<file path="src/rtl/febe_pkg.sv">
// Package for the shared floating-point error / pending break event pin.
// Assumes a single 200 MHz core clock and an active-low async reset.
package febe_pkg;
  localparam logic RST_PIN_N   = 1'b1;
  localparam logic RST_FLAG    = 1'b0;
  localparam logic ASSERTED_N  = 1'b0;
  typedef enum logic [1:0] {
    FEBE_ERR_MODE   = 2'b00,
    FEBE_STOP_IDLE  = 2'b01,
    FEBE_STOP_BREAK = 2'b10
  } febe_state_t;
endpackage

</file>
<file path="src/rtl/febe_err_detect.sv">
// Unmasked floating-point error detector.
// Assumes error and mask inputs are synchronous to clk.
`timescale 1ns/1ps
`default_nettype none
module febe_err_detect
  import febe_pkg::*;
(
  input  wire logic clk,
  input  wire logic rstn,
  input  wire logic fp_error,
  input  wire logic fp_error_mask,
  input  wire logic fp_error_clear,
  output logic      unmasked_err
);
  logic err_q;

  // An unmasked error still being raised wins over a clear in the same cycle.
  always_ff @(posedge clk or negedge rstn) begin
    if (!rstn) begin
      err_q <= RST_FLAG;
    end else if (fp_error && !fp_error_mask) begin
      err_q <= 1'b1;
    end else if (fp_error_clear) begin
      err_q <= 1'b0;
    end
  end

  assign unmasked_err = err_q;
endmodule
`default_nettype wire

</file>
<file path="src/rtl/febe_pin.sv">
// Drives the shared active-low error / break event output pin.
// Assumes stop_clock_request_n and core events are synchronous to clk.
//
// Overview of operation
// - One shared pin, plus gated copies float_error_n and pending_break_n; pin meaning chosen by stop-clock request: error or break event.
// - Without stop-clock request, assert output for unmasked floating-point errors.
// - With stop-clock request, assert only for a pending break event.
// - Break event assertion holds until stop-clock request is released.
`timescale 1ns/1ps
`default_nettype none
module febe_pin
  import febe_pkg::*;
(
  input  wire logic clk,
  input  wire logic rstn,
  input  wire logic stop_clock_request_n,
  input  wire logic fp_error,
  input  wire logic fp_error_mask,
  input  wire logic fp_error_clear,
  input  wire logic break_event,
  output logic      fp_error_break_event_n,
  output logic      float_error_n,
  output logic      pending_break_n
);
  febe_state_t state_q;
  febe_state_t state_d;
  logic        stop_req;
  logic        unmasked_err;
  logic        pin_q;
  logic        pin_d;

  assign stop_req = (stop_clock_request_n == ASSERTED_N);

  febe_err_detect u_err (
    .clk            (clk),
    .rstn           (rstn),
    .fp_error       (fp_error),
    .fp_error_mask  (fp_error_mask),
    .fp_error_clear (fp_error_clear),
    .unmasked_err   (unmasked_err)
  );

  always_comb begin
    state_d = state_q;
    case (state_q)
      FEBE_ERR_MODE: begin
        if (stop_req) begin
          state_d = break_event ? FEBE_STOP_BREAK : FEBE_STOP_IDLE;
        end
      end
      FEBE_STOP_IDLE: begin
        if (!stop_req) begin
          state_d = FEBE_ERR_MODE;
        end else if (break_event) begin
          state_d = FEBE_STOP_BREAK;
        end
      end
      FEBE_STOP_BREAK: begin
        if (!stop_req) begin
          state_d = FEBE_ERR_MODE;
        end
      end
      default: begin
        state_d = FEBE_ERR_MODE;
      end
    endcase
  end

  always_ff @(posedge clk or negedge rstn) begin
    if (!rstn) begin
      state_q <= FEBE_ERR_MODE;
    end else begin
      state_q <= state_d;
    end
  end

  always_comb begin
    if (state_d == FEBE_ERR_MODE) begin
      pin_d = !unmasked_err;
    end else begin
      pin_d = (state_d != FEBE_STOP_BREAK);
    end
  end

  always_ff @(posedge clk or negedge rstn) begin
    if (!rstn) begin
      pin_q <= RST_PIN_N;
    end else begin
      pin_q <= pin_d;
    end
  end

  assign fp_error_break_event_n = pin_q;
  assign float_error_n          = (state_q == FEBE_ERR_MODE) ? pin_q : 1'b1;
  assign pending_break_n        = (state_q == FEBE_STOP_BREAK) ? pin_q : 1'b1;
endmodule
`default_nettype wire

</file>
<file path="config.mk">
export PLATFORM = sky130hd
export DESIGN_NAME = febe_pin
export DESIGN_NICKNAME = d
export VERILOG_FILES = /design/src/rtl/febe_pkg.sv /design/src/rtl/febe_err_detect.sv /design/src/rtl/febe_pin.sv
export SDC_FILE = /design/constraint.sdc
export NUM_CORES = 1
export LEC_CHECK = 0
export ABC_AREA = 1
export BUFFER_PORTS_ARGS = -buffer_cell sky130_fd_sc_hd__buf_2
export CORE_AREA = 5 5 42 44
export CTS_CLUSTER_SIZE = 24
export DETAILED_ROUTE_END_ITERATION = 12
export DIE_AREA = 0 0 47 49
export MAX_ROUTING_LAYER = met4
export PLACE_DENSITY = 0.42
export SYNTH_ARGS = -nofsm -noshare
export SYNTH_HDL_FRONTEND = slang
export SYNTH_SLANG_ARGS = --single-unit
</file>
<file path="constraint.sdc">
create_clock -name clk -period 1.15 [get_ports clk]
set_input_delay 0.115 -clock clk [delete_from_list [all_inputs] [get_ports clk]]
set_output_delay 0.115 -clock clk [all_outputs]
set_load 0.01 [all_outputs]
</file>
; Word-level counts from Yosys, hierarchy flattened
; Cells that the tools add are included.
; Widths: inputs -> output; s select.
[totals]
ff_bits = 4
latchBits = 0
ram_bits = 0
romBits = 0
inputBits = 7
mem_count = 0
[op_classes]
addsub = 0
mul = 0
n_div = 0
n_lt_le_gt_ge = 0
eq_ne = 3
shifts = 0
mux = 11
n_bitwise = 0
n_reduce_logical = 6
[op_table]
columns = operator, count
row1 = $mux 2, 5
row2 = $pmux 2 s3, 1
row3 = $mux 1, 5
row4 = $logic_not 2->1, 2
row5 = $eq 2x1->1 const B, 1
row6 = $eq 2x2->1 const B, 1
row7 = $logic_not 1->1, 2
row8 = $ne 2x2->1 const B, 1
row9 = $reduce_bool 2->1, 1
row10 = $logic_and 1x1->1, 1

; Depth between registers and ports, before layout
; Gate-level depths: netlist of the first run.
[logic_depth]
depth_word = 5
ltp_mapped = 4

; Hierarchy
; From an unflattened synthesis of the first run, not the netlist that was laid out.
[unflattened]
cells_unflattened = 23
hier_area_um2 = 175.2
[by_module_without_submodules]
columns = mod, instances, cells_per_inst, area_each_um2
row1 = febe_pin, 1, 17, 131.4
row2 = febe_err_detect, 1, 6, 43.8

; Worst setup path after synthesis of the first run
; Ideal clock, no wire load.
[synth_timing]
path_type = register to output
start = register pin_q (netlist: fp_error_break_event_n)
end = output float_error_n
arrival_ns = 0.674
required_time_ns = 1.035
slack_ns = 0.361
path_stages_with_launch = 3
n_path_buf = 0
path_cell_list = dfstp_2 > nor2_1 > nand2_1
[synth_via]
elab_chain_cells = 1
[synth_lines]
columns = element, line_no
row1 = "start, declared", febe_pin.sv:29  ; logic pin_q;
row2 = "start signal, assigned", febe_pin.sv:89  ; pin_q <= pin_d;
row3 = $mux 1, febe_pin.sv:94  ; assign float_error_n = (state_q == FEBE_ERR_MODE) ? pin_q : 1'b1;
row4 = "end, declared", febe_pin.sv:22  ; output logic float_error_n,
; Every way passes these cells.

; Worst setup path in the final report of the first run
[layout_timing]
start = register pin_q (netlist: fp_error_break_event_n)
end = output pending_break_n
[layout_via]
elab_chain_cells = 1
[layout_lines]
columns = element, line_no
row1 = $mux 1, febe_pin.sv:95  ; assign pending_break_n = (state_q == FEBE_STOP_BREAK) ? pin_q : 1'b1;
row2 = "end, declared", febe_pin.sv:23  ; output logic pending_break_n
; Every way passes these cells.

==> results of run 1 <==
## state kept, by name, summed over array words and instances (netlist names)
name and count:
state_q 2, fp_error_break_event_n 1, u_err.unmasked_err 1
## routing by layer
layer | up-vias | part of all wire, % | GRT usage (%)
li1 | 88 | - | -
met1 | 70 | 44 | 4.00
met2 | 11 | 35 | 4.30
met3 | 0 | 21 | 6.64
met4 | 0 | 0 | 0
met5 | - | 0 | -
## power groups by stage
| stage | clock (mW) | sequential [mW] | combinational, mW |
|---|---|---|---|
| 2_1_floorplan | 0 | 0.165 | 0.0241 |
| 3_3_place_gp | 0 | 0.163 | 0.0506 |
| 3_5_place_dp | 0 | 0.164 | 0.0512 |
| 4_1_cts | 0.201 | 0.162 | 0.0541 |
| 5_1_grt | 0.223 | 0.163 | 0.0602 |
| 6_report | 0.193 | 0.162 | 0.0527 |
## kinds of logic after synthesis
group	after synthesis	synth area share [%]
buf+inv	5	11.1
flops	4	60.0
simple gates	11	25.9
compound gates	1	2.96
## worst max path at each step
stage / endpoint / slack [ps] / depth (start not counted) / from
floorplan: float_error_n / 360 / 2 / fp_error_break_event_n
global placement: pending_break_n / 320 / 3 / fp_error_break_event_n
detailed placement: pending_break_n / 300 / 3 / fp_error_break_event_n
CTS: pending_break_n / 50 / 3 / fp_error_break_event_n
global route: pending_break_n / 3 / 3 / fp_error_break_event_n
finish: pending_break_n / 60 / 3 / fp_error_break_event_n
## cell usage after synthesis (all sizes together)
cell / n
nand2: 8
inv: 5
nor2: 3
o21ai: 1
dfrtp: 3
dfstp: 1
## worst reg2reg max path, delay by kind of cell, from the launching register on
family        cells  cell delay, ps
simple gates      3             280
flops             1             400
## stage by stage
stage                     std cells  area, um2  power [mW]  hold slack, ps
after CTS                        51        270       0.417            62.2
after floorplan                  21        169       0.189            -181
after global routing             51        270       0.446            71.5
after detailed placement         46        234       0.215           -75.1
final                            51        270       0.408            64.1
after global placement           46        234       0.214           -74.3
## layout make-up
| type | instances | area (um2) |
|---|---|---|
| multi-input combinational | 12 | 48.8 |
| sequential | 4 | 101 |
| inverter | 5 | 18.8 |
| timing repair buffer | 10 | 55.1 |
| tap | 16 | 20.0 |
| clock buffer | 4 | 26.3 |
| fill | 168 | 1130 |
==> flow_metrics.env, run 1 <==
export IMPL_ys_types=7
export IMPL_fin_setup_tns_ps=0
export IMPL_cts_path_max_buffers=2
export IMPL_swShare_pct=23.7
export IMPL_r2r_setup_slack_ps=410
export IMPL_min_from="fp_error_clear"
export IMPL_root_buffer="clkbuf_4"
export IMPL_n_antenna_cell=0
export IMPL_place_ws_ps=302
export IMPL_core_um2=1400
export IMPL_max_freq_mhz=921
export IMPL_cp_max_fo=2
export IMPL_syn_inst=21
export IMPL_synth_seq_cells=4
export IMPL_dieArea_um2=2300
export IMPL_intPower_mw=0.311
export IMPL_syn_cell_area_um2=169
export IMPL_drive_gt1_share_pct=40.0
export IMPL_layout_setup_ws_ps=64.5
export IMPL_syn_avg_cell_area_um2=8.04
export IMPL_critPathMaxStageDelay_ps=520
export IMPL_critical_path_top_delay_family="flip-flops"
export IMPL_outcome="complete, no violations"
export IMPL_area_growth_pct=60.0
export IMPL_p_seq_share_pct=39.7
export IMPL_io_pins=10
export IMPL_htreeDepth=1
export IMPL_worst_skew_pair_late_latency_ps=240
export IMPL_ant_nets=0
export IMPL_final_cell_mix="9 x buf_2, 7 x nand2_1, 5 x inv_1"
export IMPL_path_cells="nor2_1 > nand2_1 > buf_2"
export IMPL_grt_max_degree=5
export IMPL_final_common_cell="buf_2"
export IMPL_synth_area_leader_cell="dfrtp_1"
export IMPL_cts_setup_buffers=0
export IMPL_rr_endpoint="fp_error_break_event_n"
export IMPL_die_h_um=49
export IMPL_crit_type="reg2out"
export IMPL_gr_usage_all_layers_pct=3.99
export IMPL_clk_pin_slew_ps=40
export IMPL_end_kind="output port"
export IMPL_clock_sink_count=4
export IMPL_path_buf_inv=1
export IMPL_critPathRequiredTime_ps=1030
export IMPL_start_kind="flip-flop"
export IMPL_critPathSlowestCell="dfstp_2"
export IMPL_hp_class="in2reg"
export IMPL_synthTopCellsByArea="dfrtp_1 44%, dfstp_2 16%, nand2_1 16%"
export IMPL_ir_drop_mv=0.758
export IMPL_power_density_nw_per_um2=1510
export IMPL_hold_end="u_err.unmasked_err"
export IMPL_clkPwrFrac_pct=47.4
export IMPL_drc=0
export IMPL_setup_viol=0
export IMPL_switchingPower_mw=0.0966
export IMPL_slew_viol_final=0
export IMPL_viasPerCell=3.31
export IMPL_max_slew_margin_pct=91.6
export IMPL_antenna_found_initial=0
export IMPL_fin_worst_skew_ps=6.87
export IMPL_r2r_start="state_q[1]"
export IMPL_max_cap_violations=0
export IMPL_avgRoutedWirePerCell_um=7.00
export IMPL_fin_util_pct=19.3
export IMPL_rows=14
export IMPL_routed_wl_um=357
export IMPL_portBuffers=9
export IMPL_fin_crit_sh_pct=94.4
export IMPL_rr_worst_depth=3
export IMPL_arrival_ps=970
export IMPL_start_util_pct=12.1
export IMPL_gp_congestion=0.539
export IMPL_grt_setup_unrepaired="no"
export IMPL_synth_nets=28
export IMPL_yosysSeqAreaShare_pct=60.0
export IMPL_dpl_hpwl_um=287
export IMPL_yosys_warnings=0
export IMPL_num_vias=169
export IMPL_cts_hold_buffers=1
export IMPL_final_min_clock_period_ps=1090
export IMPL_overflow=0
export IMPL_total_leakage_power_nw=0.155
export IMPL_grt_pass1_vias=152
export IMPL_ctsResizeCount=0
export IMPL_grt_pass1_wl_um=552
export IMPL_nNetsFinal=43
export IMPL_combPwrFrac_pct=12.9
export IMPL_dr_pass1_iters=1
export IMPL_cts_tree="built"
export IMPL_drtIter0Drc=0
export IMPL_synth_top_area_share_pct=44.4
export IMPL_dieWidth_um=47
export IMPL_tightest_slew_ps=125
export IMPL_hold_path_depth=2
export IMPL_cts_buffers=3
export IMPL_hold_viol_final=0
Note: power is estimated with default switching activity, not from simulation.
==> inputs of run 2 (changes only) <==
--- a/config.mk
+++ b/config.mk
@@ -6,13 +6,13 @@
 export NUM_CORES = 1
 export LEC_CHECK = 0
 export ABC_AREA = 1
-export BUFFER_PORTS_ARGS = -buffer_cell sky130_fd_sc_hd__buf_2
 export CORE_AREA = 5 5 42 44
 export CTS_CLUSTER_SIZE = 24
 export DETAILED_ROUTE_END_ITERATION = 12
 export DIE_AREA = 0 0 47 49
+export DONT_BUFFER_PORTS = 1
 export MAX_ROUTING_LAYER = met4
-export PLACE_DENSITY = 0.42
+export PLACE_DENSITY = 0.36
 export SYNTH_ARGS = -nofsm -noshare
 export SYNTH_HDL_FRONTEND = slang
 export SYNTH_SLANG_ARGS = --single-unit
==> flow_metrics.env, run 2 (same netlist as run 1, synthesis figures left out) <==
export IMPL_crit_type="reg2out"
export IMPL_portBuffers=0
export IMPL_antenna_found_initial=0
export IMPL_start_util_pct=12.1
export IMPL_area_growth_pct=45.2
export IMPL_cts_path_max_buffers=2
export IMPL_core_um2=1400
export IMPL_gr_usage_all_layers_pct=4.57
export IMPL_power_mw=0.398
export IMPL_max_slew_margin_pct=87.8
export IMPL_ant_nets=0
export IMPL_cts_buffers=3
export IMPL_n_antenna_cell=0
export IMPL_drive_gt1_share_pct=17.9
export IMPL_final_common_cell="nand2_1"
export IMPL_avgRoutedWirePerCell_um=7.95
export IMPL_fin_worst_skew_ps=10.3
export IMPL_fin_setup_tns_ps=0
export IMPL_hp_class="in2reg"
export IMPL_gp_congestion=0.714
export IMPL_total_leakage_power_nw=0.130
export IMPL_tightest_slew_ps=182
export IMPL_power_density_nw_per_um2=1620
export IMPL_top_register="state_q"
export IMPL_p_seq_share_pct=41.3
export IMPL_routed_wl_um=350
export IMPL_intPower_mw=0.302
export IMPL_end_kind="output port"
export IMPL_max_freq_mhz=944
export IMPL_cp_max_fo=2
export IMPL_hold_viol_final=0
export IMPL_clkPwrFrac_pct=49.3
export IMPL_rows=14
export IMPL_dr_pass1_iters=1
export IMPL_overflow=0
export IMPL_setup_viol=0
export IMPL_drc=0
export IMPL_path_buf_inv=0
export IMPL_critical_path_top_delay_family="flip-flops"
export IMPL_htreeDepth=1
export IMPL_root_buffer="clkbuf_4"
export IMPL_combPwrFrac_pct=9.4
export IMPL_final_cell_mix="7 x nand2_1, 5 x inv_1"
export IMPL_grt_pass1_wl_um=614
export IMPL_outcome="complete, no violations"
export IMPL_fin_crit_sh_pct=92.1
export IMPL_grt_pass1_vias=157
export IMPL_slew_viol_final=0
export IMPL_clock_sink_count=4
export IMPL_dieWidth_um=47
export IMPL_grt_setup_unrepaired="no"
export IMPL_max_cap_violations=0
export IMPL_start_kind="flip-flop"
export IMPL_path_cells="nor2_1 > nand2_1"
export IMPL_die_h_um=49
export IMPL_clk_pin_slew_ps=50
export IMPL_drtIter0Drc=0
export IMPL_worst_skew_pair_late_latency_ps=240
export IMPL_final_min_clock_period_ps=1060
export IMPL_critPathRequiredTime_ps=1030
export IMPL_cts_tree="built"
export IMPL_critPathMaxStageDelay_ps=550
export IMPL_dieArea_um2=2300
export IMPL_arrival_ps=940
export IMPL_ir_drop_mv=0.587
export IMPL_io_pins=10
export IMPL_nFillCells=165
export IMPL_critPathSlowestCell="dfstp_2"
export IMPL_largest_reg_flops=2
export IMPL_swShare_pct=24.2
export IMPL_switchingPower_mw=0.0963
export IMPL_grt_max_degree=5
export IMPL_num_vias=143
export IMPL_nNetsFinal=36
export IMPL_viasPerCell=3.25
-- run 2: cell count changes in the layout (fill, tap and decap cells not counted), sizes merged --
cell	before	now
buf	9	0
dlygate4sd3	1	3
-- run 2: layout make-up --
type / count / area [um2] / area share, %
repair buffers: 3 / 30.0 / 12.2
well taps: 16 / 20.0 / 8.16
multi-input cells: 12 / 48.8 / 19.9
inverters: 5 / 18.8 / 7.65
clock buffers: 4 / 26.3 / 10.7
flip-flops and latches: 4 / 101 / 41.3
-- run 2: final timing paths --
path | start | to | slack (ps) | depth (start not counted)
worst max-delay path | fp_error_break_event_n | float_error_n | 90 | 2
min in group asynchronous | rstn | u_err.unmasked_err | 140 | 1
worst max register to register | state_q[1] | fp_error_break_event_n | 410 | 3
worst min register to register | u_err.unmasked_err | fp_error_break_event_n | 480 | 3
max in group asynchronous | rstn | fp_error_break_event_n | 760 | 1
worst min-delay path | fp_error_mask | u_err.unmasked_err | 30 | 3
-- run 2: routing by layer --
metal	global-route usage, %	share of wire (%)
met1	4.44	38
met5	-	0
met2	4.07	42
met3	4.80	18
met4	5.53	1.4
-- run 2: power groups by stage --
stage | clock network (mW) | logic, mW | registers (mW)
after floorplan | 0 | 0.0241 | 0.165
after global placement | 0 | 0.0275 | 0.167
after detailed placement | 0 | 0.0282 | 0.167
after CTS | 0.211 | 0.0384 | 0.165
after global routing | 0.229 | 0.0442 | 0.166
final | 0.196 | 0.0375 | 0.165
-- run 2: stage by stage --
step	instance area, um2	instances	setup slack [ps]	util [%]	hold slack, ps
6_report	245	44	91.2	17.5	32.0
5_1_grt	245	44	42.2	17.5	57.6
4_1_cts	245	44	66.4	17.5	26.4
3_5_place_dp	189	37	323	13.5	-180
3_3_place_gp	189	37	327	13.5	-180
2_1_floorplan	169	21	361	-	-181
-- run 2: worst min-delay path: cells and delay by family --
kind / cells / cell delay (ps)
buf+inv: 1 / 30
simple gates: 1 / 40
compound gates: 1 / 50
-- run 2: what timing repair did --
item | CTS | global route
hold buffers | 3 | 0
gates resized for setup | 0 | 0
buffers inserted | 0 | 0
endpoints found under the hold margin | 5 | 0
